### src/baud_gen_pkg.sv
// Constants and carrier types for the serial port bit-rate generator
`default_nettype none
package baud_gen_pkg;
    // Clock source codes
    localparam logic [1:0] SRC_PCLK = 2'h0;
    localparam logic [1:0] SRC_PCLK_DIV = 2'h1;
    localparam logic [1:0] SRC_EXT_PIN = 2'h3;
    // Prescaler factor for the divided source (product dependent)
    localparam int PRESCALE = 8;
    localparam logic [3:0] PRESCALE_LAST = 4'(PRESCALE - 1);
    // Operating mode codes
    localparam logic [3:0] MODE_NORMAL = 4'h0;
    localparam logic [3:0] MODE_SPI_MASTER = 4'hE;
    localparam logic [3:0] MODE_SPI_SLAVE = 4'hF;
    // Divider widths and values
    localparam int DIV_W = 16;
    localparam int FRAC_W = 3;
    localparam logic [DIV_W-1:0] DIV_ZERO = 16'h0000;
    localparam logic [DIV_W-1:0] DIV_ONE = 16'h0001;
    localparam logic [FRAC_W-1:0] FRAC_ZERO = 3'h0;
    localparam logic [FRAC_W-1:0] FRAC_STEPS = 3'h7;
    // Oversampling counts: 16 when bit clear, 8 when set
    localparam logic [3:0] OVS16_LAST = 4'hF;
    localparam logic [3:0] OVS8_LAST = 4'h7;

    typedef struct packed {
        logic [1:0] clock_source_select;
        logic [3:0] operating_mode;
        logic oversample_by8;
    } port_mode_reg_s;

    typedef struct packed {
        logic [DIV_W-1:0] integer_divisor;
        logic [FRAC_W-1:0] fraction_field;
    } rate_divider_reg_s;

    typedef struct packed {
        logic [2:0] sync;
        logic ext_level;
        logic [3:0] pre_cnt;
        logic [DIV_W-1:0] div_cnt;
        logic [FRAC_W+1:0] frac_acc;
        logic stretch;
        logic [3:0] ovs_cnt;
        logic sample_tick;
        logic bit_tick;
    } gen_state_s;
endpackage : baud_gen_pkg
`default_nettype wire

### src/serial_port_baud_generator.sv
// Bit-rate generator and pin roles of a serial port
//
// Notes on behaviour
// - Source: peripheral clock, prescaled, or pin
// - Sixteen-bit integer divider from divisor field
// - Divisor zero gives no rate clock
// - Divisor one passes source through undivided
// - Sample tick divided again to bit tick
// - Oversample 16 when clear, 8 when set
// - Rate equals source over 8(2-over)divisor
// - Nonzero fraction enables eighth-step division
// - Fraction used only in normal mode
// - Fractional rate adds fraction over eight
// - Transmit pin: data, MOSI or MISO
// - Receive pin: data, MISO or MOSI
// - Clear-to-send low, chip select in SPI master and slave
// - Request-to-send low, chip select in master
// - One rate clock serves receiver and transmitter
// - Clock gating resumes from held state
// - Source code three selects pin clock
`default_nettype none
module serial_port_baud_generator (
    input wire logic mclk_i,
    input wire logic rstn_i,
    input wire baud_gen_pkg::port_mode_reg_s port_mode_reg_i,
    input wire baud_gen_pkg::rate_divider_reg_s rate_divider_reg_i,
    input wire logic ext_clk_i,
    input wire logic tx_data_i,
    output logic txd_o,
    input wire logic rxd_i,
    output logic rx_data_o,
    input wire logic cts_n_i,
    output logic clear_to_send_o,
    output logic spi_chip_select_o,
    input wire logic request_to_send_i,
    input wire logic spi_select_slave_i,
    output logic rts_n_o,
    output logic sample_tick_o,
    output logic bit_tick_o
);
    baud_gen_pkg::gen_state_s s_q;
    baud_gen_pkg::gen_state_s s_d;
    logic src_tick;
    logic ext_edge;
    logic frac_on;
    logic spi_mode;
    logic div_hit;
    logic [3:0] ovs_last;
    logic [baud_gen_pkg::FRAC_W+1:0] acc_sum;

    // ----------------------------------------------------------------
    // Source selection
    // ----------------------------------------------------------------
    assign ext_edge = (s_q.sync[1] == s_q.sync[2]) && (s_q.sync[2] != s_q.ext_level)
        && s_q.sync[2];
    assign spi_mode = (port_mode_reg_i.operating_mode == baud_gen_pkg::MODE_SPI_MASTER)
        || (port_mode_reg_i.operating_mode == baud_gen_pkg::MODE_SPI_SLAVE);
    assign frac_on = (rate_divider_reg_i.fraction_field != baud_gen_pkg::FRAC_ZERO)
        && (port_mode_reg_i.operating_mode == baud_gen_pkg::MODE_NORMAL);
    assign ovs_last = port_mode_reg_i.oversample_by8 ? baud_gen_pkg::OVS8_LAST
        : baud_gen_pkg::OVS16_LAST;
    assign acc_sum = s_q.frac_acc + {2'b00, rate_divider_reg_i.fraction_field};

    always_comb
    begin
        case (port_mode_reg_i.clock_source_select)
            baud_gen_pkg::SRC_PCLK: src_tick = 1'b1;
            baud_gen_pkg::SRC_PCLK_DIV: src_tick = (s_q.pre_cnt == baud_gen_pkg::PRESCALE_LAST);
            baud_gen_pkg::SRC_EXT_PIN: src_tick = ext_edge;
            default: src_tick = 1'b0;
        endcase
    end

    // Divider reaches its last count; fraction stretches by one source tick
    assign div_hit = src_tick && !s_q.stretch
        && (s_q.div_cnt >= rate_divider_reg_i.integer_divisor - baud_gen_pkg::DIV_ONE);

    // ----------------------------------------------------------------
    // Next state
    // ----------------------------------------------------------------
    always_comb
    begin
        s_d = s_q;
        s_d.sync = {s_q.sync[1:0], ext_clk_i};
        if (s_q.sync[1] == s_q.sync[2])
        begin
            s_d.ext_level = s_q.sync[2];
        end
        if (s_q.pre_cnt == baud_gen_pkg::PRESCALE_LAST)
        begin
            s_d.pre_cnt = 4'h0;
        end
        else
        begin
            s_d.pre_cnt = s_q.pre_cnt + 4'h1;
        end
        s_d.sample_tick = 1'b0;
        s_d.bit_tick = 1'b0;
        if (rate_divider_reg_i.integer_divisor == baud_gen_pkg::DIV_ZERO)
        begin
            s_d.div_cnt = baud_gen_pkg::DIV_ZERO;
            s_d.stretch = 1'b0;
        end
        else if (src_tick)
        begin
            if (s_q.stretch)
            begin
                s_d.stretch = 1'b0;
                s_d.sample_tick = 1'b1;
            end
            else if (div_hit)
            begin
                s_d.div_cnt = baud_gen_pkg::DIV_ZERO;
                if (frac_on && acc_sum > {2'b00, baud_gen_pkg::FRAC_STEPS})
                begin
                    s_d.stretch = 1'b1;
                    s_d.frac_acc = acc_sum - 5'h08;
                end
                else
                begin
                    s_d.sample_tick = 1'b1;
                    s_d.frac_acc = frac_on ? acc_sum : 5'h00;
                end
            end
            else
            begin
                s_d.div_cnt = s_q.div_cnt + baud_gen_pkg::DIV_ONE;
            end
        end
        if (s_d.sample_tick)
        begin
            if (s_q.ovs_cnt >= ovs_last)
            begin
                s_d.ovs_cnt = 4'h0;
                s_d.bit_tick = 1'b1;
            end
            else
            begin
                s_d.ovs_cnt = s_q.ovs_cnt + 4'h1;
            end
        end
    end

    // State is held whenever the clock stops, so work resumes where it left
    always_ff @(posedge mclk_i or negedge rstn_i)
    begin
        if (!rstn_i)
        begin
            s_q <= '0;
        end
        else
        begin
            s_q <= s_d;
        end
    end

    assign sample_tick_o = s_q.sample_tick;
    assign bit_tick_o = s_q.bit_tick;

    // ----------------------------------------------------------------
    // Pin roles
    // ----------------------------------------------------------------
    assign txd_o = tx_data_i;
    assign rx_data_o = rxd_i;
    assign clear_to_send_o = !cts_n_i;
    assign spi_chip_select_o = spi_mode && !cts_n_i;
    assign rts_n_o = (port_mode_reg_i.operating_mode == baud_gen_pkg::MODE_SPI_MASTER)
        ? !spi_select_slave_i : !request_to_send_i;

    // ----------------------------------------------------------------
    // Checks
    // ----------------------------------------------------------------
    chk_zero_no_tick: assert property (@(posedge mclk_i) disable iff (!rstn_i)
        (rate_divider_reg_i.integer_divisor == baud_gen_pkg::DIV_ZERO)[*2] |-> !sample_tick_o)
        else $error("sample tick with divisor zero");
    chk_bypass_rate: assert property (@(posedge mclk_i) disable iff (!rstn_i)
        ($stable(rate_divider_reg_i) && $stable(port_mode_reg_i)
        && rate_divider_reg_i.integer_divisor == baud_gen_pkg::DIV_ONE
        && port_mode_reg_i.clock_source_select == baud_gen_pkg::SRC_PCLK
        && rate_divider_reg_i.fraction_field == baud_gen_pkg::FRAC_ZERO) |=> sample_tick_o)
        else $error("bypass did not pass source through");
    chk_bit_needs_sample: assert property (@(posedge mclk_i) disable iff (!rstn_i)
        bit_tick_o |-> sample_tick_o)
        else $error("bit tick without sample tick");
    chk_ovs_count: assert property (@(posedge mclk_i) disable iff (!rstn_i)
        (s_q.ovs_cnt <= baud_gen_pkg::OVS16_LAST))
        else $error("oversample counter out of range");
    chk_div_bound: assert property (@(posedge mclk_i) disable iff (!rstn_i)
        $stable(rate_divider_reg_i.integer_divisor)
        && rate_divider_reg_i.integer_divisor != baud_gen_pkg::DIV_ZERO
        |-> s_q.div_cnt < rate_divider_reg_i.integer_divisor
        || $changed(rate_divider_reg_i.integer_divisor))
        else $error("divider count past divisor");
    chk_frac_mode: assert property (@(posedge mclk_i) disable iff (!rstn_i)
        (port_mode_reg_i.operating_mode != baud_gen_pkg::MODE_NORMAL) |=> !s_q.stretch
        || $past(s_q.stretch))
        else $error("fraction used outside normal mode");
    chk_slave_select: assert property (@(posedge mclk_i) disable iff (!rstn_i)
        spi_chip_select_o |-> !cts_n_i)
        else $error("chip select without low clear-to-send");
    chk_master_select: assert property (@(posedge mclk_i) disable iff (!rstn_i)
        (port_mode_reg_i.operating_mode == baud_gen_pkg::MODE_SPI_MASTER)
        |-> rts_n_o == !spi_select_slave_i)
        else $error("master chip select wrong");
    chk_ext_edge_sync: assert property (@(posedge mclk_i) disable iff (!rstn_i)
        ext_edge |-> $past(ext_clk_i, 3))
        else $error("pin edge not from synchronised level");

    chk_ext_edge_rise: assert property (@(posedge mclk_i) disable iff (!rstn_i)
        ext_edge |-> !s_q.ext_level)
        else $error("pin edge taken without a rising level");

    // ----------------------------------------------------------------
    // Source checks
    // ----------------------------------------------------------------
    chk_prescale_phase: assert property (@(posedge mclk_i) disable iff (!rstn_i)
        (sample_tick_o && $stable(port_mode_reg_i)
        && port_mode_reg_i.clock_source_select == baud_gen_pkg::SRC_PCLK_DIV)
        |-> (s_q.pre_cnt == 4'h0))
        else $error("prescaled tick off the prescaler wrap");

    chk_prescale_wrap: assert property (@(posedge mclk_i) disable iff (!rstn_i)
        (s_q.pre_cnt <= baud_gen_pkg::PRESCALE_LAST))
        else $error("prescaler count out of range");

    chk_ext_tick_src: assert property (@(posedge mclk_i) disable iff (!rstn_i)
        (sample_tick_o && $stable(port_mode_reg_i)
        && port_mode_reg_i.clock_source_select == baud_gen_pkg::SRC_EXT_PIN)
        |-> $past(ext_edge))
        else $error("pin source tick without a pin edge");

    chk_idle_source: assert property (@(posedge mclk_i) disable iff (!rstn_i)
        ($stable(port_mode_reg_i)
        && port_mode_reg_i.clock_source_select != baud_gen_pkg::SRC_PCLK
        && port_mode_reg_i.clock_source_select != baud_gen_pkg::SRC_PCLK_DIV
        && port_mode_reg_i.clock_source_select != baud_gen_pkg::SRC_EXT_PIN)
        |-> !sample_tick_o)
        else $error("tick from an unused source code");

    chk_ext_level_hold: assert property (@(posedge mclk_i) disable iff (!rstn_i)
        (s_q.sync[1] != s_q.sync[2]) |=> (s_q.ext_level == $past(s_q.ext_level)))
        else $error("pin level taken before it settled");

    // ----------------------------------------------------------------
    // Divider checks
    // ----------------------------------------------------------------
    chk_div_step: assert property (@(posedge mclk_i) disable iff (!rstn_i)
        (src_tick && !s_q.stretch && !div_hit
        && rate_divider_reg_i.integer_divisor != baud_gen_pkg::DIV_ZERO)
        |=> (s_q.div_cnt == $past(s_q.div_cnt) + baud_gen_pkg::DIV_ONE))
        else $error("divider did not count a source tick");

    chk_div_restart: assert property (@(posedge mclk_i) disable iff (!rstn_i)
        div_hit |=> (s_q.div_cnt == baud_gen_pkg::DIV_ZERO))
        else $error("divider not restarted at its last count");

    chk_sample_spacing: assert property (@(posedge mclk_i) disable iff (!rstn_i)
        (sample_tick_o && $stable(rate_divider_reg_i)
        && rate_divider_reg_i.integer_divisor > baud_gen_pkg::DIV_ONE)
        |=> !sample_tick_o)
        else $error("back to back sample ticks with divisor above one");

    chk_bit_spacing: assert property (@(posedge mclk_i) disable iff (!rstn_i)
        (bit_tick_o && $stable(rate_divider_reg_i)
        && rate_divider_reg_i.integer_divisor > baud_gen_pkg::DIV_ONE)
        |=> !bit_tick_o)
        else $error("back to back bit ticks");

    chk_zero_no_bit: assert property (@(posedge mclk_i) disable iff (!rstn_i)
        (rate_divider_reg_i.integer_divisor == baud_gen_pkg::DIV_ZERO)[*2] |-> !bit_tick_o)
        else $error("bit tick with divisor zero");

    chk_zero_clears: assert property (@(posedge mclk_i) disable iff (!rstn_i)
        (rate_divider_reg_i.integer_divisor == baud_gen_pkg::DIV_ZERO)
        |=> (s_q.div_cnt == baud_gen_pkg::DIV_ZERO && !s_q.stretch))
        else $error("divider kept counting with divisor zero");

    chk_stretch_frac: assert property (@(posedge mclk_i) disable iff (!rstn_i)
        $rose(s_q.stretch) |-> $past(frac_on))
        else $error("period stretched without fraction");

    chk_no_frac_spi: assert property (@(posedge mclk_i) disable iff (!rstn_i)
        (port_mode_reg_i.operating_mode != baud_gen_pkg::MODE_NORMAL && div_hit)
        |=> (s_q.frac_acc == 5'h00))
        else $error("fraction accumulated outside normal mode");

    chk_stretch_tick: assert property (@(posedge mclk_i) disable iff (!rstn_i)
        (s_q.stretch && src_tick
        && rate_divider_reg_i.integer_divisor != baud_gen_pkg::DIV_ZERO) |=> sample_tick_o)
        else $error("stretched period gave no tick");

    chk_frac_acc_range: assert property (@(posedge mclk_i) disable iff (!rstn_i)
        (s_q.frac_acc <= {2'b00, baud_gen_pkg::FRAC_STEPS}))
        else $error("fraction accumulator out of range");

    chk_bit_ovs_zero: assert property (@(posedge mclk_i) disable iff (!rstn_i)
        bit_tick_o |-> (s_q.ovs_cnt == 4'h0))
        else $error("bit tick without oversample wrap");

    chk_ovs_step: assert property (@(posedge mclk_i) disable iff (!rstn_i)
        (sample_tick_o && !bit_tick_o) |-> (s_q.ovs_cnt != 4'h0))
        else $error("sample tick not counted");

    // ----------------------------------------------------------------
    // Pin checks
    // ----------------------------------------------------------------
    chk_txd_follow: assert property (@(posedge mclk_i) disable iff (!rstn_i)
        txd_o == tx_data_i)
        else $error("transmit pin not following data");

    chk_rxd_follow: assert property (@(posedge mclk_i) disable iff (!rstn_i)
        rx_data_o == rxd_i)
        else $error("receive data not following pin");

    chk_cts_level: assert property (@(posedge mclk_i) disable iff (!rstn_i)
        clear_to_send_o == !cts_n_i)
        else $error("clear-to-send not active low");

    chk_slave_idle: assert property (@(posedge mclk_i) disable iff (!rstn_i)
        !spi_mode |-> !spi_chip_select_o)
        else $error("chip select outside spi modes");

    chk_rts_normal: assert property (@(posedge mclk_i) disable iff (!rstn_i)
        (port_mode_reg_i.operating_mode != baud_gen_pkg::MODE_SPI_MASTER)
        |-> rts_n_o == !request_to_send_i)
        else $error("request-to-send wrong outside master mode");

    // ----------------------------------------------------------------
    // Coverage
    // ----------------------------------------------------------------
    cov_prescale_tick: cover property (@(posedge mclk_i) disable iff (!rstn_i)
        sample_tick_o && port_mode_reg_i.clock_source_select == baud_gen_pkg::SRC_PCLK_DIV);
    cov_spi_master: cover property (@(posedge mclk_i) disable iff (!rstn_i)
        port_mode_reg_i.operating_mode == baud_gen_pkg::MODE_SPI_MASTER && !rts_n_o);
    cov_bit_tick: cover property (@(posedge mclk_i) disable iff (!rstn_i) bit_tick_o);
    cov_stretch: cover property (@(posedge mclk_i) disable iff (!rstn_i) s_q.stretch);
    cov_ext_tick: cover property (@(posedge mclk_i) disable iff (!rstn_i)
        ext_edge && port_mode_reg_i.clock_source_select == baud_gen_pkg::SRC_EXT_PIN);
endmodule : serial_port_baud_generator
`default_nettype wire

### config.mk
export PLATFORM = sky130hd
export DESIGN_NAME = serial_port_baud_generator
export DESIGN_NICKNAME = d
export VERILOG_FILES = /design/src/baud_gen_pkg.sv /design/src/serial_port_baud_generator.sv
export SDC_FILE = /design/constraint.sdc
export NUM_CORES = 1
export LEC_CHECK = 0
export BUFFER_PORTS_ARGS = -buffer_cell sky130_fd_sc_hd__clkbuf_2
export CORE_MARGIN = 2
export CORE_UTILIZATION = 35
export DETAILED_ROUTE_END_ITERATION = 8
export PLACE_DENSITY = 0.57
export SLEW_MARGIN = 10
export SYNTH_ARGS = -nofsm -noshare
export SYNTH_HDL_FRONTEND = slang
export SYNTH_SLANG_ARGS = --single-unit
### constraint.sdc
create_clock -name mclk_i -period 3.2 [get_ports mclk_i]
set_clock_uncertainty 0.1 [all_clocks]
set_input_delay 0.48 -clock mclk_i [delete_from_list [all_inputs] [get_ports mclk_i]]
set_output_delay 0.48 -clock mclk_i [all_outputs]
set_load 0.05 [all_outputs]
==> metrics <==
outcome complete, but fails checks; failing checks setup timing; clk sinks 36; Total GRT Usage 14.6%; I/O pins 41; number of global-route vias before repair 2258; Crit Path Class primary input to register; Final Max Slew Viols 0; synthesized-area fraction occupied by adder cells 13.0%; Slew HR 25.5%; Leakage 1.53 nW; DRT iter0 DRCs 89; max_cap viols 0; unrepaired setup endpoints after global routing true; Crit Path Max Fanout 14; residual DRC count 0; Slew @ Worst Pin 1110 ps; minimum clock period after layout approximately 3300 ps; Vias 2373; crit start category primary input; Die Y 90.7 µm; number of fill cells in the layout 700; Area Overhead vs Synth 28.2%; Final WS setup -124 ps; number of routed nets with antenna violations 0; Post-DP Area 0.00312 mm²; Die Area 0.00823 mm²; mux cell area share after synthesis 5.56%; post-synthesis compound-gate area fraction 13.2%; wire length per cell 13.2 µm; drt first pass iters 4; Required @ worst endpoint 3320 ps; Clk Tree Root Cell clkbuf_8; GP Congestion 0.779; Avg Vias per Cell between 5 and 6; CTS Buf Count 5; largest net degree at the start of global routing 37; PortBufs 36; Synthesized Nets between 300 and 400; Worst Hold Class primary input to register; Post-Syn Instances 289; Post-Synth XOR/XNOR Area 6.32%; Initial Util 36.3%; largest family of logic cells by synthesized area simple AND/OR/NAND/NOR gates; Mean Syn Cell Area about 9.1 µm²; DRT Wirelength 6020 µm; Fin. Hold Viols 0; TritonCTS clock tree done; Synth Warn # 0; first-pass GRT wire length between 9000 and 10000 µm; total core area a little over 0.007 mm²; peak supply drop 256 µV; # setup viols final 21; finished layout cell area 0.00337 mm²; H-tree levels 2; total gr overflow 0; Die X-Extent around 91 µm; Post-Synth Simple-Gate Area a little under a quarter; initial antenna violation count 0; Site Rows 31; CP Capture Type register; Seq/Total Area, Yosys 34.2%; sequential standard cell area 901 µm²; Seq cells post-synth 36; Min Hold Slack 208 ps; clock tree buffer depth 2; HPWL after DPL between 4000 and 5000 µm; Final nets 415; clk_lat worst skew 290 ps; Multi-input gate area about 0.0017 mm²; CTS clock-pin slew for the worst setup and hold paths about 70 ps; layout cells sized above 1 ~29%; fin crit share 104%; Fmax between 300 and 400 MHz; pwr dens 367 mW/mm²; mapped cell area between 0.002 and 0.003 mm²; CP arrival 3440 ps; Antenna Cells 0; Yosys cell types 51; Tot Pwr between 0.001 and 0.0015 W; setup tns final -1310 ps
[metal layers]
layer	GRT usage [%]	vias up	wire, µm
met5	0	-	0
met3	2.92	10	203
li1	-	1190	-
met1	18.8	1137	2820
met4	3.97	0	65
met2	24.9	36	2930
[through the flow]
| stage | worst slack, ps | cells | utilization [%] |
|---|---|---|---|
| after global placement | -455 | 440 | 43.0 |
| final | -124 | 455 | 46.5 |
| after CTS | -159 | 452 | 45.4 |
| after floorplan | -272 | 289 | - |
| after global routing | -261 | 455 | 46.5 |
| after detailed placement | -532 | 440 | 43.0 |
[area by class of cell]
type	instances	area share (%)
Clock inverter	1	0.260
Clock buffer	7	2.26
Sequential cell	36	26.7
Multi-Input combinational cell	227	50.7
Inverter	16	1.78
Timing Repair Buffer	69	14.6
Tap cell	99	3.67
[layout by cell type, fill, tap and decap left out, types with 3 or more instances in the layout]
cell type	Yosys	routed
buf_6	3	4
nand2_1	27	25
mux2i_1	9	9
nor3_1	14	9
nand3_1	21	19
nor2_1	26	26
xnor2_1	13	13
nor4_1	4	3
ha_1	25	25
clkbuf_2	0	35
o211ai_1	3	3
mux2_4	0	5
a21oi_1	8	8
xor2_1	6	6
nand4_1	7	7
dfrtp_1	36	36
o21a_1	3	3
inv_1	15	15
buf_4	3	27
clkbuf_8	0	5
a31oi_1	13	12
nor3_4	0	3
[cell usage after synthesis (all sizes together)]
| cell type | instances | share of area [%] |
|---|---|---|
| dfrtp | 36 | 34 |
| nor2 | 28 | 4.4 |
| nand2 | 27 | 3.8 |
| ha | 25 | 12 |
| nand3 | 21 | 4.0 |
| inv | 16 | 2.3 |
| nor3 | 14 | 2.7 |
| a31oi | 13 | 3.1 |
| xnor2 | 13 | 4.3 |
| buf | 9 | 2.6 |
| mux2i | 9 | 3.4 |
| a21oi | 8 | 1.5 |
| nand4 | 7 | 1.7 |
| xor2 | 6 | 2.0 |
| mux2 | 5 | 2.1 |
| nor4 | 4 | 0.95 |
| o21ai | 4 | 0.90 |
| or4 | 4 | 1.4 |
| and3 | 3 | 0.71 |
| o211ai | 3 | 0.86 |
| o21a | 3 | 0.86 |
| a211oi | 2 | 0.57 |
| a21o | 2 | 0.57 |
| a2bb2oi | 2 | 0.67 |
| nand2b | 2 | 0.48 |
| nand3b | 2 | 0.57 |
| nor2b | 2 | 0.48 |
| o2111ai | 2 | 0.67 |
| o221ai | 2 | 0.67 |
| o2bb2ai | 2 | 0.67 |
| a2111o | 1 | 0.43 |
| a22o | 1 | 0.33 |
| a32o | 1 | 0.38 |
| and3b | 1 | 0.33 |
| and4 | 1 | 0.33 |
| clkbuf | 1 | 0.14 |
| fa | 1 | 0.76 |
| maj3 | 1 | 0.38 |
| nand4b | 1 | 0.33 |
| nor3b | 1 | 0.29 |
| o21bai | 1 | 0.71 |
| o31ai | 1 | 0.29 |
| or2 | 1 | 0.24 |
[cell families after synthesis]
family / count (synthesis)
AO/OA/AOI/OAI: 48
adder cells (fa/ha/maj): 27
AND/OR/NAND/NOR: 119
XOR/XNOR: 19
buffers and inverters: 26
flip-flops: 36
multiplexers: 14
[power breakdown]
group	leakage [nW]	switching [W]	internal [W]	total (W)
clock	0.0424	0.000167	0.000156	0.000322
sequential	0.476	0.0000611	0.000507	0.000568
combinational	1.01	0.000185	0.000164	0.000349
total	1.53	0.000413	0.000826	0.00124
[registers in the layout (all words and copies together) (netlist names)]
register / flops
s_q: 32
s_d: 2
sample_tick_o: 1
bit_tick_o: 1
[worst max-delay path, stage by stage]
cell       delay [ps]
buf_6              90
or4_4             570
or4_4             470
nor3_4            130
xnor2_1            90
ha_1              310
nand4_1           110
buf_4             120
a2bb2oi_1         240
and3_4            250
buf_6             130
clkbuf_16         170
nand3b_1           80
a31oi_1           190
[path summary, 6_finish.rpt]
kind | start | to | slack, ps | cells past startpoint
setup / recovery | rate_divider_reg_i[5] | s_q[26]$_DFFE_PN0P_ | -120 | 14
hold / removal | ext_clk_i | s_d[34]$_DFF_PN0_ | 210 | 1
setup reg to reg | s_q[28]$_DFF_PN0_ | s_q[25]$_DFFE_PN0P_ | 400 | 7
hold reg to reg | s_d[34]$_DFF_PN0_ | s_d[35]$_DFF_PN0_ | 260 | 0
max in group asynchronous | rstn_i | s_q[19]$_DFFE_PN0P_ | 2210 | 1
min in group asynchronous | rstn_i | s_q[27]$_DFFE_PN0P_ | 220 | 1
[repair_timing]
action,CTS,global route
pin swaps,10,2
gates cloned,0,2
setup buffers,4,1
gates resized for setup,14,5
hold buffers,0,0
endpoints found under the setup margin,24,28
Power figures use the tool's default switching activity.
